**src/sdpe_defines.vh**
```
// timing constants and start-up counts for the speed/direction pulse encoder
`ifndef SDPE_DEFINES_VH
`define SDPE_DEFINES_VH
`define SDPE_CLK_MHZ                 40
`define SDPE_PRE_LOW_US              30
`define SDPE_FIRST_PULSE_US          180
`define SDPE_CCW_PULSE_US            90
`define SDPE_CW_PULSE_US             45
`define SDPE_PRE_LOW_CYC             (`SDPE_PRE_LOW_US * `SDPE_CLK_MHZ)
`define SDPE_FIRST_CYC               (`SDPE_FIRST_PULSE_US * `SDPE_CLK_MHZ)
`define SDPE_CCW_CYC                 (`SDPE_CCW_PULSE_US * `SDPE_CLK_MHZ)
`define SDPE_CW_CYC                  (`SDPE_CW_PULSE_US * `SDPE_CLK_MHZ)
`define SDPE_HYST_STARTUP_COUNT      0
`define SDPE_DIR_STARTUP_COUNT       2
`define SDPE_DIR_STARTUP_RISES       3
`define SDPE_STARTUP_MISS_PERIODS    1
`define SDPE_INVALID_AFTER_REV       1
`define SDPE_CW_MAX_RATE_HZ          12000
`define SDPE_CCW_MAX_RATE_HZ         8000
`endif

```
**src/sdpe_encoder.v**
```verilog
// output pulse encoder of a differential speed sensor: edges in, width-coded pulses out
`timescale 1ns/1ps
`include "sdpe_defines.vh"
// Function
// - first pulse by second magnetic edge, only on a rising edge
// - hysteresis suppression active right from power-on
// - direction-based suppression active after two pulses, third full period
// - start-up may miss or lack direction for one period (three when weak)
// - after reversal at most one wrong-direction pulse, second is correct
// - low preamble of 30 us before every pulse rising edge
// - after preamble drive high for applicable width, then low
// - speed-only pulses until direction known, then direction-coded pulses
// - first pulse after power-on is 180 us high
// - direction pulses 90 us counter-clockwise, 45 us clockwise
module sdpe_encoder #(
   parameter CNT_W      = 16,
   parameter PRE_CYC    = `SDPE_PRE_LOW_CYC,
   parameter FIRST_CYC  = `SDPE_FIRST_CYC,
   parameter CCW_CYC    = `SDPE_CCW_CYC,
   parameter CW_CYC     = `SDPE_CW_CYC
) (
   input  wire i_mclk,
   input  wire i_rst_n,
   input  wire i_mag_edge,     // one-cycle pulse per magnetic transition
   input  wire i_mag_rising,   // polarity of that transition
   input  wire i_dir_valid,    // front end has a direction estimate
   input  wire i_dir_ccw,      // estimated direction, 1 = counter-clockwise
   output reg  o_cur_high,     // 1 = high current level on the line
   output reg  o_busy,         // pulse frame in progress
   output reg  o_dir_mode,     // a direction-coded frame has started since reset; sticky even when later pulses are speed-only
   output reg  o_dir_supp_on   // direction-based vibration suppression active
);
   // frame states
   localparam [1:0] ST_IDLE = 2'b00;
   localparam [1:0] ST_PRE  = 2'b01;
   localparam [1:0] ST_HIGH = 2'b10;
   // width selectors latched per frame
   localparam [1:0] W_FIRST = 2'b00;
   localparam [1:0] W_CCW   = 2'b01;
   localparam [1:0] W_CW    = 2'b10;
   // saturation points of the start-up counters
   localparam [1:0] PULSE_SAT  = 2'b11;
   localparam [2:0] PERIOD_SAT = 3'b111;

   // frame registers
   reg [1:0]       state_ff;
   reg [CNT_W-1:0] cnt_ff;
   reg [1:0]       wsel_ff;
   reg             first_done_ff;

   // start-up registers
   reg [1:0]       pulse_cnt_ff;
   reg [2:0]       period_cnt_ff;

   // next values of the frame registers
   reg [1:0]       nxt_state;
   reg [CNT_W-1:0] nxt_cnt;
   reg [1:0]       nxt_wsel;
   reg             nxt_first_done;
   reg             nxt_cur_high;
   reg             nxt_busy;

   // next values of the start-up and mode registers
   reg [1:0]       nxt_pulse_cnt;
   reg [2:0]       nxt_period_cnt;
   reg             nxt_dir_supp_on;
   reg             nxt_dir_mode;

   // width lookup, one entry per selector; anything unknown falls back
   // to the long first-pulse width, the safest reading for the receiver
   function [CNT_W-1:0] sdpe_width;
      input [1:0] sel;
      begin
         case (sel)
            W_CCW:   sdpe_width = CCW_CYC[CNT_W-1:0];
            W_CW:    sdpe_width = CW_CYC[CNT_W-1:0];
            default: sdpe_width = FIRST_CYC[CNT_W-1:0];
         endcase
      end
   endfunction

   // timer load: a span of n cycles is loaded as n-1 and runs down to zero
   function [CNT_W-1:0] sdpe_load;
      input [CNT_W-1:0] cycles;
      begin
         sdpe_load = cycles - 1'b1;
      end
   endfunction

   // the hysteresis stage in the front end is live from power-on, so every
   // edge arriving here is already filtered; the first pulse waits for a
   // rising edge, later edges of either polarity trigger
   wire       trig      = i_mag_edge && (first_done_ff || i_mag_rising);
   // a trigger is only taken while no frame is running
   wire       start     = trig && (state_ff == ST_IDLE);
   // direction usable once suppression is on and the front end has an estimate
   wire       use_dir   = o_dir_supp_on && i_dir_valid;
   // width for the frame a trigger would open; the estimate is taken fresh at
   // every trigger, so a stale estimate at a reversal spoils one pulse at most
   wire [1:0] trig_wsel = !first_done_ff ? W_FIRST :
                          !use_dir ? W_FIRST :
                          (i_dir_ccw ? W_CCW : W_CW);
   // shared timer expiry and end-of-frame decode
   wire       cnt_done  = (cnt_ff == {CNT_W{1'b0}});
   wire       frame_end = (state_ff == ST_HIGH) && cnt_done;

   // pulse frame machine, one frame per accepted magnetic edge:
   //   edge taken -> busy rises, line held low for the preamble
   //   preamble expired -> line driven high for the latched width
   //   width expired -> line low, busy low, next edge may be taken at once
   // edges arriving mid-frame are dropped so frames never overlap, which the
   // 12 kHz / 8 kHz limits guarantee in normal operation; a faster wheel
   // therefore loses pulses rather than corrupting them
   always @* begin
      // hold everything unless a state below moves it
      nxt_state      = state_ff;
      nxt_cnt        = cnt_ff;
      nxt_wsel       = wsel_ff;
      nxt_first_done = first_done_ff;
      nxt_cur_high   = o_cur_high;
      nxt_busy       = o_busy;
      case (state_ff)
         ST_IDLE: begin
            if (trig) begin
               nxt_state = ST_PRE;
               nxt_cnt   = sdpe_load(PRE_CYC[CNT_W-1:0]);
               nxt_wsel  = trig_wsel;
               nxt_busy  = 1'b1;
            end
         end
         ST_PRE: begin
            if (cnt_done) begin
               nxt_state    = ST_HIGH;
               nxt_cnt      = sdpe_load(sdpe_width(wsel_ff));
               nxt_cur_high = 1'b1;
            end else begin
               nxt_cnt = cnt_ff - 1'b1;
            end
         end
         ST_HIGH: begin
            if (cnt_done) begin
               nxt_state      = ST_IDLE;
               nxt_cur_high   = 1'b0;
               nxt_busy       = 1'b0;
               nxt_first_done = 1'b1;
            end else begin
               nxt_cnt = cnt_ff - 1'b1;
            end
         end
         default: begin
            // unused code: recover to idle with the line low
            nxt_state    = ST_IDLE;
            nxt_cur_high = 1'b0;
            nxt_busy     = 1'b0;
         end
      endcase
   end

   // start-up counters: two completed pulses plus a third full period (three
   // rising edges) enable direction suppression; both counters saturate so a
   // long run cannot wrap them back into the start-up window
   // rising edges are counted even mid-frame, since the magnet keeps turning
   always @* begin
      // hold by default
      nxt_pulse_cnt   = pulse_cnt_ff;
      nxt_period_cnt  = period_cnt_ff;
      nxt_dir_supp_on = o_dir_supp_on;
      if (frame_end && pulse_cnt_ff != PULSE_SAT)
         nxt_pulse_cnt = pulse_cnt_ff + 2'b01;
      if (i_mag_edge && i_mag_rising && period_cnt_ff != PERIOD_SAT)
         nxt_period_cnt = period_cnt_ff + 3'b001;
      if (pulse_cnt_ff >= `SDPE_DIR_STARTUP_COUNT && period_cnt_ff >= `SDPE_DIR_STARTUP_RISES)
         nxt_dir_supp_on = 1'b1;
   end

   // direction mode starts with the first direction-coded frame; it never
   // drops back, since it holds its own value and only reset clears it
   always @* begin
      nxt_dir_mode = o_dir_mode;
      if (start && use_dir)
         nxt_dir_mode = 1'b1;
   end

   // frame registers; outputs come straight from these flip-flops
   always @(posedge i_mclk) begin
      if (!i_rst_n) begin
         state_ff      <= ST_IDLE;
         cnt_ff        <= {CNT_W{1'b0}};
         wsel_ff       <= W_FIRST;
         first_done_ff <= 1'b0;
         o_cur_high    <= 1'b0;
         o_busy        <= 1'b0;
      end else begin
         state_ff      <= nxt_state;
         cnt_ff        <= nxt_cnt;
         wsel_ff       <= nxt_wsel;
         first_done_ff <= nxt_first_done;
         o_cur_high    <= nxt_cur_high;
         o_busy        <= nxt_busy;
      end
   end

   // start-up registers; suppression state is cleared only by reset
   always @(posedge i_mclk) begin
      if (!i_rst_n) begin
         pulse_cnt_ff  <= 2'b00;
         period_cnt_ff <= 3'b000;
         o_dir_supp_on <= 1'b0;
      end else begin
         pulse_cnt_ff  <= nxt_pulse_cnt;
         period_cnt_ff <= nxt_period_cnt;
         o_dir_supp_on <= nxt_dir_supp_on;
      end
   end

   // direction-mode flag, sticky until reset
   always @(posedge i_mclk) begin
      if (!i_rst_n) begin
         o_dir_mode <= 1'b0;
      end else begin
         o_dir_mode <= nxt_dir_mode;
      end
   end
endmodule // sdpe_encoder

```
**config.mk**
```make
export PLATFORM = sky130hd
export DESIGN_NAME = sdpe_encoder
export DESIGN_NICKNAME = d
export VERILOG_FILES = /design/src/sdpe_encoder.v
export VERILOG_INCLUDE_DIRS = /design/src
export SDC_FILE = /design/constraint.sdc
export NUM_CORES = 1
export LEC_CHECK = 0
export ABC_AREA = 1
export BUFFER_PORTS_ARGS = -buffer_cell sky130_fd_sc_hd__buf_2
export CORE_MARGIN = 5
export CORE_UTILIZATION = 55
export DETAILED_ROUTE_END_ITERATION = 7
export PLACE_DENSITY = 0.76
export SETUP_SLACK_MARGIN = 0.3
export SLEW_MARGIN = 40
export SYNTH_ARGS = -nofsm -noshare
export SYNTH_HDL_FRONTEND = slang
export SYNTH_SLANG_ARGS = --single-unit
```
**constraint.sdc**
```tcl
create_clock -name i_mclk -period 1.6 [get_ports i_mclk]
set_clock_uncertainty 0.1 [all_clocks]
set_input_delay 0.32 -clock i_mclk [delete_from_list [all_inputs] [get_ports i_mclk]]
set_output_delay 0.32 -clock i_mclk [all_outputs]
set_load 0.1 [all_outputs]
```
; ---- Word level (Yosys, flattened, before mapping)
; Index checks and enable logic that the tools add are counted.
[totals]
regBits = 30
latch_bits = 0
ram_bits = 0
mem_bits_ro = 0
in_bits = 6
out_inout_bits = 4
word_cells = 66
n_memories = 0
[op_classes]
add_sub_neg = 4
multipliers = 0
div = 0
order_cmp = 2
eq_ne = 10
shifts = 0
mux = 19
n_bitwise = 2
n_reduce_logical = 19
[op_table]
columns = cell, count
row1 = two-way mux 16 bit, 5
row2 = one-hot mux 16 bit (3 select lines), 1
row3 = "subtractor 16 x 1 -> 16 bit, second input constant", 2
row4 = one-hot mux 13 bit (2 select lines), 1
row5 = zero test 16 bit, 1
row6 = two-way mux 2 bit, 6
row7 = AND reduction 3 bit, 4
row8 = "!= test 2 bit, second input constant", 5
row9 = logical AND 1 bit, 9
row10 = one-hot mux 1 bit (3 select lines), 2
row11 = one-hot mux 2 bit (3 select lines), 1
row12 = "== test 2 x 1 -> 1 bit, second input constant", 2
row13 = "== test 2 bit, second input constant", 2
row14 = AND reduction 2 bit, 2
row15 = "adder 3 x 1 -> 3 bit, second input constant", 1
row16 = ">= comparator 3 x 2 -> 1 bit, second input constant", 1
row17 = two-way mux 1 bit, 3
row18 = "!= test 3 bit, second input constant", 1
row19 = nonzero test 3 bit, 1
row20 = "adder 2 x 1 -> 2 bit, second input constant", 1
row21 = ">= comparator 2 bit, second input constant", 1
row22 = zero test 2 bit, 1
row23 = NOT 1 bit, 2
row24 = logical OR 1 bit, 1

; ---- Longest topological paths before layout
; Gate-level depths: netlist of run 1.
[logic_depth]
word_depth = 7
mapped_depth = 11
mapped_depth_nobuf = 11

; ---- Least setup slack after synthesis of run 1
; OpenSTA, ideal clock, no wires.
[synth_timing]
path_type = register -> register
start = register state_ff[0]
end = register cnt_ff[3]
setup_time_ns = 0.113
t_arrival_ns = 1.388
required_ns = 1.387
path_slack_ns = -0.001
stages_incl_launch_ff = 11
path_buffers = 0
synth_period_minus_slack_ns = 1.601
path_cell_list = dfxtp_1 > inv_1 > ha_1 > nand2_1 > nand2_1 > inv_1 > nand3_2 > inv_2 > nand2_1 > o21ai_1 > inv_1
[synth_via]
elab_chain_cells = 3
word_cells_on_any_way = 8
cone_classes = eq/ne: 4 / mux: 1 / reduce/logical: 3
[synth_lines]
columns = element, line_no
row1 = "start, declared", sdpe_encoder.v:46  ; reg [1:0] state_ff;
row2 = "start signal, assigned", sdpe_encoder.v:194  ; state_ff <= nxt_state;
row3 = "== test 2 bit, or another cell as far along", sdpe_encoder.v:122  ; case (state_ff)
row4 = != test 2 bit (no source line) / nonzero test 3 bit (equally long branches), -
row5 = AND reduction 3 bit (no source line), -
row6 = "end signal, assigned", sdpe_encoder.v:188  ; cnt_ff <= {CNT_W{1'b0}};
row7 = "end signal, assigned", sdpe_encoder.v:195  ; cnt_ff <= nxt_cnt;
row8 = "end, declared", sdpe_encoder.v:47  ; reg [CNT_W-1:0] cnt_ff;
; Parallel ways exist; a longest one is shown, timed or not.
; A chain may end at the register's enable or synchronous reset.

; ---- Worst setup path after layout of run 1
[layout_timing]
start = register cnt_ff[6]
end = register cnt_ff[8]
[layout_via]
elab_chain_cells = 3
word_cells_on_any_way = 7
cone_classes = add/sub: 1 / eq/ne: 1 / mux: 3 / reduce/logical: 2
[layout_lines]
columns = element, line_no
row1 = subtractor 16 x 1 -> 16 bit / zero test 16 bit (equally long branches), "sdpe_encoder.v:137, sdpe_encoder.v:147, sdpe_encoder.v:104"
row2 = "two-way mux 16 bit, or another cell as far along", sdpe_encoder.v:141  ; if (cnt_done) begin
row3 = one-hot mux 16 bit (3 select lines) / AND reduction 3 bit (equally long branches), -
; Parallel ways exist; a longest one is shown, timed or not. The select of a mux whose other input is x is not followed.

==> metrics, run 1 <==
Simple-Gate Fraction of Synth Area=0.352; post-synth top area cell=dfxtp_1; NumNets Final=367; Syn-to-layout area delta=42.7%; status=finished, violations left; share of cells above drive strength 1=0.427; Commonest cells post-synth=nand2_1, inv_1, dfxtp_1, nor2_1, a21oi_1; global-route wire length before repair=9610 um; pwr dens=1750 mW/mm^2; top cell type's share of synthesized area=0.299; core outline area=0.00361 mm^2; final worst-path cycle share=1.06; Yosys warning count=0; hold path cells=3; Final WS setup=-0.103 ns; htree depth=2; mux contribution to synthesized area=0; Critical Path Slowest Stage Cell=dfxtp_1; Adder-Cell Fraction of Synth Area=0.0808; Setup crit end kind=register; critical-path cell list=nor2_4, nand2_2, nor2_4, buf_4, nand3_1, nand2_1, o21ai_0, nand3_1, a21oi_1; Setup Viol. Count Final=13; CTS tree=built; fill count=227; maximum capacitance violations=0; Crit path largest cell delay=0.36 ns; GRT overflow=0; total track usage=0.246; Pleak=0.00127 uW; DRT antenna net count=0; Worst Setup Start Kind=register; die width=70.5 um; ANT cells=0; die height=70.5 um; Hold Path Origin=i_dir_ccw; fmax=587 MHz; Syn Std Cell Area=0.00201 mm^2; Worst IR Drop VDD=0.970 mV; later-pin clock latency in the skew report=0.30 ns; post-route cell area=0.00287 mm^2; post-DR vias/cell=5.38; I/O Pins=10; complex-gate fraction of the synthesized area=0.137; FP Rows=22; WL per Instance=15.0 um; DP Worst Slack=-0.0233 ns; most common cell in the netlist=nand2_1; Crit Reg-Reg Startpoint=cnt_ff[6]$_SDFFE_PN0P_; Worst Tran Pin Value=0.366 ns; die area=0.00497 mm^2; Area contributors post-synth=dfxtp_1, nand2_1, ha_1; hpwl dp=3700 um; cell count after synthesis=291; critical setup path kind=reg -> reg; placed cell area=0.00239 mm^2; Port Buffers=9; Post-synth ARST share=0; Final min period=1.70 ns; Num CTS Buffers=5; Max Buffers Root-to-Sink=2; DRT iter0 DRCs=150; CTS clock-pin slew for the worst setup and hold paths=0.07 ns; Worst Path Max Fanout=5; CTS sink cnt=30; Vias=2,137; cell count of the worst reg-to-reg path=9; largest net degree at the start of global routing=12; Pins Over Slew Limit=0; #FFs+latches synth=30; number of enable flip-flop cells after synthesis=0; Post-Synthesis Net Count=310; 1st-pass router iterations=5; Worst EP required=1.68 ns; GP Congestion=0.865; initial core utilization=0.558; Worst Path Arrival=1.79 ns; syn avg cell area=6.91 um^2; WL final=5950 um; Unique masters post-synth=38; initial antenna violation count=0; Worst setup startpoint=cnt_ff[6]$_SDFFE_PN0P_; drt drc=0; count of final hold-check violations=0; RSZ-0062 raised after global routing=true; Worst Hold Class=in -> reg; XOR/XNOR Fraction of Synth Area=0.0392; post-synthesis sequential area ratio=0.299; CTS Root Cell=clkbuf_8; worst relative slew slack=0.755; failing checks=negative setup slack; CTS hold repair buffers=0; number of global-route vias before repair=2,139; largest family of logic cells by synthesized area=simple AND/OR/NAND/NOR gates; hold_ws=0.186 ns; Top FF cell, synth=dfxtp_1
[registers in the layout, indices dropped and copies added (netlist names)]
name and flops:
first_done_ff 1, pulse_cnt_ff 2, period_cnt_ff 3, state_ff 2
o_dir_mode 1, cnt_ff 16, o_busy 1, wsel_ff 2
o_dir_supp_on 1, o_cur_high 1
[cell families after synthesis]
group,count (synthesis)
and+or+nand+nor,140
AOI/OAI and AO/OA,51
buffers and inverters,48
DFF,30
adders and majority gates,13
xor gates and xnor gates,9
[layout by cell type (no fill, tap or decap), drive strengths merged, types with 6 or more instances in the layout]
cell type	instances
a21oi	26
clkbuf	6
o21ai	17
xor2	7
inv	43
nand2	70
nor2	37
ha	13
buf	53
nand3	23
dfxtp	30
[metal layers]
metal / part of all wire / up-vias / track usage
met3: 0.071 / 20 / 0.0619
met1: 0.39 / 988 / 0.287
met5: 0 / - / 0
met2: 0.50 / 73 / 0.418
li1: - / 1056 / -
met4: 0.035 / 0 / 0.115
[what timing repair did]
action	4_1_cts	5_1_grt
pin swaps	24	14
gates resized for setup	48	22
endpoints found under the setup margin	33	31
cloned	1	0
setup buffers	13	6
[cell type report]
class                      count  area, um^2  area share
clock inverter                 2        12.5     0.00436
clock buffer                   6        82.6      0.0288
timing repair buffer          53         423       0.147
sequential                    30         629       0.219
multi-input combinational    214        1480       0.515
inverter                      44         185      0.0645
tap                           48        60.1      0.0209
[worst max-delay path, delay by kind of cell (launching register included)]
family,cells,cell delay [ns]
and+or+nand+nor,6,0.81
DFF,1,0.36
buffers and inverters,1,0.16
AOI/OAI and AO/OA,2,0.16
[power breakdown]
part	total [uW]	switching (uW)	internal (uW)
Combinational	3300	1940	1350
Sequential	1070	165	906
Clock	658	313	345
[stage by stage]
step | setup TNS [ns] | total power, uW | std cells | utilization
detailed placement | -0.0651 | 3600 | 369 | 0.663
global placement | 0 | 3560 | 369 | 0.663
global route | -1.63 | 5350 | 397 | 0.796
finish | -0.579 | 5030 | 397 | 0.796
floorplan | 0 | 2950 | 291 | -
CTS | -0.00957 | 4690 | 391 | 0.763
[worst paths after layout]
kind | end | slack [ns]
hold reg to reg | o_cur_high$_SDFFE_PN0P_ | 0.35
setup reg to reg | cnt_ff[8]$_SDFFE_PN0P_ | -0.10
hold / removal | wsel_ff[0]$_SDFFE_PN0P_ | 0.19
setup / recovery | cnt_ff[8]$_SDFFE_PN0P_ | -0.10
Power figures use the tool's default switching activity.
==> inputs of run 2 (changes only) <==
--- a/config.mk
+++ b/config.mk
@@ -8,11 +8,13 @@
 export LEC_CHECK = 0
 export ABC_AREA = 1
 export BUFFER_PORTS_ARGS = -buffer_cell sky130_fd_sc_hd__buf_2
+export CAP_MARGIN = 25
 export CORE_MARGIN = 5
 export CORE_UTILIZATION = 55
 export DETAILED_ROUTE_END_ITERATION = 7
 export PLACE_DENSITY = 0.76
 export SETUP_SLACK_MARGIN = 0.3
+export SKIP_CTS_REPAIR_TIMING = 1
 export SLEW_MARGIN = 40
 export SYNTH_ARGS = -nofsm -noshare
 export SYNTH_HDL_FRONTEND = slang
==> metrics, run 2 (synthesis results as in run 1) <==
Setup crit end kind=register (unchanged); Detail Route met3 WL=308 um (was 423 um); WL per Instance=14.7 um (was 15.0 um); area of the multi-input gates=0.00147 mm^2 (was 0.00148 mm^2); FF-to-FF setup slack=-0.09 ns (was -0.10 ns); top layer in use=met4 (unchanged); maximum capacitance violations=0 (unchanged); largest net degree at the start of global routing=12 (unchanged); Hold Path Origin=i_dir_ccw (unchanged); DRT met1 WL=2290 um (was 2330 um); Switching Share=0.485 (was 0.482); Comb power frac=0.642 (was 0.656); htree depth=2 (unchanged); initial antenna violation count=0 (unchanged); ANT cells=0 (unchanged); Final min period=1.69 ns (was 1.70 ns); total power=4850 uW (was 5030 uW); Final WS setup=-0.0874 ns (was -0.103 ns); Max Buffers Root-to-Sink=2 (unchanged); worst relative slew slack=0.760 (was 0.755); Crit path largest cell delay=0.34 ns (was 0.36 ns); Biggest register=cnt_ff (unchanged); met2 WL=2880 um (was 2980 um); fill count=240 (was 227); P_int=2490 uW (was 2600 uW); share of cells above drive strength 1=0.405 (was 0.427); post-DR vias/cell=5.42 (was 5.38); Worst Path Arrival=1.78 ns (was 1.79 ns); NumNets Final=354 (was 367); total track usage=0.213 (was 0.246); sequential power share=0.221 (was 0.213); die area=0.00497 mm^2 (unchanged); Pins Over Slew Limit=0 (unchanged); 1st-pass router iterations=4 (was 5); Syn-to-layout area delta=37.6% (was 42.7%); GRT overflow=0 (unchanged); die height=70.5 um (unchanged); commonest cells after routing, fill and taps aside=nand2_1, inv_1, buf_4 (was nand2_1, buf_4, inv_1); hpwl dp=3700 um (unchanged); net switching power figure=2350 uW (was 2420 uW); initial core utilization=0.558 (unchanged); Crit Reg-Reg Startpoint=cnt_ff[7]$_SDFFE_PN0P_ (was cnt_ff[6]$_SDFFE_PN0P_); failing checks=negative setup slack (unchanged); largest registers=cnt_ff x16, period_cnt_ff x3 (unchanged); Worst Hold Class=in -> reg (unchanged); I/O Pins=10 (unchanged); Worst IR Drop VDD=0.897 mV (was 0.970 mV); pwr dens=1750 mW/mm^2 (about the same); later-pin clock latency in the skew report=0.30 ns (about the same); max reg flops=16 (unchanged); Port Buffers=9 (unchanged); Buf+Inv Stages, Crit Path=1 (unchanged); CTS sink cnt=30 (unchanged); setup TNS=-0.600 ns (was -0.579 ns); Worst Setup Start Kind=register (unchanged); Worst EP required=1.69 ns (was 1.68 ns); Worst Hold End=wsel_ff[0]$_SDFFE_PN0P_ (unchanged); hold path cells=3 (unchanged); Pleak=0.00121 uW (was 0.00127 uW); number of global-route vias before repair=1,886 (was 2,139); final worst-path cycle share=1.05 (was 1.06); CTS clock-pin slew for the worst setup and hold paths=0.08 ns (was 0.07 ns); global-route wire length before repair=8410 um (was 9610 um); RSZ-0062 raised after global routing=true (unchanged); CTS Root Cell=clkbuf_8 (unchanged); fmax=593 MHz (was 587 MHz); RR Endpoint=cnt_ff[12]$_SDFFE_PN0P_ (was cnt_ff[8]$_SDFFE_PN0P_); status=finished, violations left (unchanged); DRT iter0 DRCs=170 (was 150); FF+latch area=631 um^2 (was 629 um^2); FP Rows=22 (unchanged); Final Util=0.768 (was 0.796); CTS tree=built (unchanged); WL final=5640 um (was 5950 um); cell count of the worst reg-to-reg path=9 (unchanged); Critical Path Slowest Stage Cell=dfxtp_2 (was dfxtp_1); die width=70.5 um (unchanged); Clock Power Share=0.136 (was 0.131); Num CTS Buffers=5 (unchanged); core outline area=0.00361 mm^2 (unchanged); DP Cell Count=369 (unchanged); commonest non-fill, non-tap cell in the layout=nand2_1 (unchanged); drt drc=0 (unchanged); Final Non-Filler Cells=384 (was 397); Setup Viol. Count Final=13 (unchanged); GP Congestion=0.865 (unchanged); DRT antenna net count=0 (unchanged); critical-path cell list=nor2_4, nand2_2, nor2_4, buf_4, nand3_1, nand2_1, nand2_1, nand3_1, a21oi_1 (was nor2_4, nand2_2, nor2_4, buf_4, nand3_1, nand2_1, o21ai_0, nand3_1, a21oi_1); count of final hold-check violations=0 (unchanged); Worst Tran Pin Value=0.358 ns (was 0.366 ns); Worst Path Max Fanout=5 (unchanged); Vias=2,083 (was 2,137); critical setup path kind=reg -> reg (unchanged); Crit path max-delay family=simple AND/OR/NAND/NOR gates (unchanged)
[run 2: layer usage]
| layer | track usage | vias to the layer above |
|---|---|---|
| met5 | 0 | - |
| li1 | - | 1032 |
| met3 | 0.0489 | 18 |
| met4 | 0.0745 | 0 |
| met1 | 0.268 | 973 |
| met2 | 0.356 | 60 |
[run 2: power groups by stage]
stage	Combinational, uW	Clock, uW	Sequential, uW
after floorplan	1790	0	1160
after global placement	2520	0	1040
after detailed placement	2550	0	1050
after CTS	2590	668	1030
after global routing	3360	705	1090
final	3110	659	1070
[run 2: worst max-delay path by stage]
stage | startpoint | to | slack, ns | depth (start not counted)
after floorplan | cnt_ff[1]$_SDFFE_PN0P_ | cnt_ff[5]$_SDFFE_PN0P_ | 0.11 | 9
after global placement | state_ff[0]$_SDFFE_PN0P_ | pulse_cnt_ff[0]$_SDFFE_PN0P_ | 0.01 | 6
after detailed placement | cnt_ff[0]$_SDFFE_PN0P_ | cnt_ff[14]$_SDFFE_PN0P_ | -0.02 | 10
after CTS | cnt_ff[0]$_SDFFE_PN0P_ | cnt_ff[14]$_SDFFE_PN0P_ | -0.09 | 10
after global routing | cnt_ff[0]$_SDFFE_PN0P_ | cnt_ff[5]$_SDFFE_PN0P_ | -0.18 | 9
final | cnt_ff[7]$_SDFFE_PN0P_ | cnt_ff[12]$_SDFFE_PN0P_ | -0.09 | 9
[run 2: cell type report]
cell class,instances,share of cell area
Clock buffer,6,0.0298
Timing Repair Buffer,41,0.118
Tap cell,48,0.0217
Sequential cell,30,0.228
Multi-Input combinational cell,213,0.530
Clock inverter,2,0.00452
Inverter,44,0.0687
[run 2: through the flow]
stage / instance area, um^2 / hold WS, ns / setup slack (ns)
3_5_place_dp: 2390 / 0.332 / -0.0233
4_1_cts: 2490 / 0.195 / -0.0882
2_1_floorplan: 2130 / 0.344 / 0.111
5_1_grt: 2770 / 0.201 / -0.184
3_3_place_gp: 2390 / 0.326 / 0.00954
6_report: 2770 / 0.187 / -0.0874
[run 2: worst reg2reg max path, delay by kind of cell (launching register included)]
family          cells  cell delay (ns)
simple gates        7             0.92
flops               1             0.34
buf+inv             1             0.17
compound gates      1             0.06
==> inputs of run 3 (changes only) <==
--- a/config.mk
+++ b/config.mk
@@ -10,9 +10,9 @@
 export BUFFER_PORTS_ARGS = -buffer_cell sky130_fd_sc_hd__buf_2
 export CAP_MARGIN = 25
 export CORE_MARGIN = 5
-export CORE_UTILIZATION = 55
+export CORE_UTILIZATION = 59
 export DETAILED_ROUTE_END_ITERATION = 7
-export PLACE_DENSITY = 0.76
+export PLACE_DENSITY = 0.77
 export SETUP_SLACK_MARGIN = 0.3
 export SKIP_CTS_REPAIR_TIMING = 1
 export SLEW_MARGIN = 40
==> constraint.sdc (replaced) <==
create_clock -name i_mclk -period 2.2 [get_ports i_mclk]
set_clock_uncertainty 0.1 [all_clocks]
set_input_delay 0.44 -clock i_mclk [delete_from_list [all_inputs] [get_ports i_mclk]]
set_output_delay 0.44 -clock i_mclk [all_outputs]
set_load 0.1 [all_outputs]
==> metrics, run 3 (synthesis results as in run 1) <==
DRT iter0 DRCs=133 (was 170); CTS clock-pin slew for the worst setup and hold paths=0.10 ns (was 0.08 ns); max reg flops=16 (unchanged); later-pin clock latency in the skew report=0.33 ns (was 0.30 ns); GRT overflow=0 (unchanged); Pleak=0.00101 uW (was 0.00121 uW); final worst-path cycle share=0.800 (was 1.05); Num CTS Buffers=5 (unchanged); Biggest register=cnt_ff (unchanged); CTS sink cnt=30 (unchanged); DP Cell Count=343 (was 369); commonest non-fill, non-tap cell in the layout=nand2_1 (unchanged); GP Congestion=0.861 (was 0.865); placed cell area=0.00210 mm^2 (was 0.00239 mm^2); Vias=1,858 (was 2,083); FF-to-FF setup slack=0.44 ns (was -0.09 ns); critical setup path kind=reg -> reg (unchanged); global-route wire length before repair=7650 um (was 8410 um); Port Buffers=9 (unchanged); RSZ-0062 raised after global routing=false (was true); CTS Root Cell=clkbuf_4 (was clkbuf_8); post-route cell area=0.00219 mm^2 (was 0.00277 mm^2); Max Buffers Root-to-Sink=2 (unchanged); worst relative slew slack=0.641 (was 0.760); Worst Path Max Fanout=10 (was 5); initial antenna violation count=0 (unchanged); total track usage=0.221 (was 0.213); Syn-to-layout area delta=8.89% (was 37.6%); status=finished, final reports clean (was finished, violations left); I/O Pins=10 (unchanged); DRT antenna net count=0 (unchanged); core outline area=0.00331 mm^2 (was 0.00361 mm^2); 1st-pass router iterations=4 (unchanged); Setup crit end kind=register (unchanged); htree depth=2 (unchanged); CTS tree=built (unchanged); commonest cells after routing, fill and taps aside=nand2_1, inv_1, dfxtp_1 (was nand2_1, inv_1, buf_4); NumNets Final=323 (was 354); die area=0.00468 mm^2 (was 0.00497 mm^2); drt drc=0 (unchanged); WL per Instance=12.5 um (was 14.7 um); Worst EP required=2.37 ns (was 1.69 ns); Worst Tran Pin Value=0.535 ns (was 0.358 ns); Worst IR Drop VDD=0.764 mV (was 0.897 mV); pwr dens=1230 mW/mm^2 (was 1750 mW/mm^2); WL final=4400 um (was 5640 um); post-DR vias/cell=5.29 (was 5.42); die width=68.4 um (was 70.5 um); count of final hold-check violations=0 (unchanged); initial core utilization=0.608 (was 0.558); setup TNS=0 ns (was -0.600 ns); Worst Path Arrival=1.93 ns (was 1.78 ns); Final Non-Filler Cells=351 (was 384); Worst Hold Class=in -> reg (unchanged); Final min period=1.76 ns (was 1.69 ns); Worst Setup Start Kind=register (unchanged); Setup Viol. Count Final=0 (was 13); largest net degree at the start of global routing=15 (was 12); die height=68.4 um (was 70.5 um); FP Rows=21 (was 22); number of global-route vias before repair=1,717 (was 1,886); hpwl dp=3430 um (was 3700 um); maximum capacitance violations=0 (unchanged); ANT cells=0 (unchanged); Pins Over Slew Limit=0 (unchanged); fmax=568 MHz (was 593 MHz); largest registers=cnt_ff x16, period_cnt_ff x3 (unchanged); share of cells above drive strength 1=0.164 (was 0.405)
==> run 3: cell count changes in the layout (fill, tap and decap cells not counted), sizes merged <==
cell      delta
clkbuf       +1
clkinvlp     -1
buf         -31
==> run 3: path summary, 6_finish.rpt <==
| check | from | end | cells past startpoint |
|---|---|---|---|
| min | i_dir_ccw | wsel_ff[0]$_SDFFE_PN0P_ | 3 |
| max | state_ff[1]$_SDFFE_PN0P_ | cnt_ff[11]$_SDFFE_PN0P_ | 9 |
| max reg2reg | state_ff[1]$_SDFFE_PN0P_ | cnt_ff[11]$_SDFFE_PN0P_ | 9 |
| min reg2reg | o_cur_high$_SDFFE_PN0P_ | o_cur_high$_SDFFE_PN0P_ | 2 |
==> run 3: cell type report <==
cell class / instances / area (um^2)
Tap cell: 46 / 57.6
Clock inverter: 1 / 5.00
Clock buffer: 7 / 55.1
Timing Repair Buffer: 10 / 52.6
Inverter: 44 / 170
Multi-Input combinational cell: 213 / 1250
Sequential cell: 30 / 603
Fill cell: 328 / 1120
==> run 3: per-stage QoR <==
| step | util | hold slack (ns) | total power [uW] | setup WS (ns) |
|---|---|---|---|---|
| floorplan | - | 0.344 | 1990 | 0.599 |
| global placement | 0.636 | 0.332 | 2270 | 0.329 |
| detailed placement | 0.636 | 0.344 | 2280 | 0.321 |
| CTS | 0.654 | 0.273 | 2640 | 0.308 |
| global route | 0.662 | 0.290 | 2930 | 0.301 |
| finish | 0.662 | 0.277 | 2690 | 0.440 |
==> run 3: critical path, cell delays in order, from the launching register on <==
cell     delay (ns)
dfxtp_1        0.34
inv_1          0.10
ha_1           0.37
inv_1          0.16
or2_2          0.30
nand2_1        0.07
nand2_1        0.05
nand2_1        0.05
nand2_1        0.05
a21oi_1        0.12
==> run 3: power by group <==
part,internal [uW],switching [uW],total [uW]
Sequential,637,115,753
Combinational,511,1070,1580
Clock,155,202,357
Total,1300,1390,2690
==> run 3: routing by layer <==
layer  GRT usage  part of all wire
met1       0.270              0.46
met4      0.0819             0.021
met5           0                 0
met2       0.366              0.47
met3      0.0591             0.053
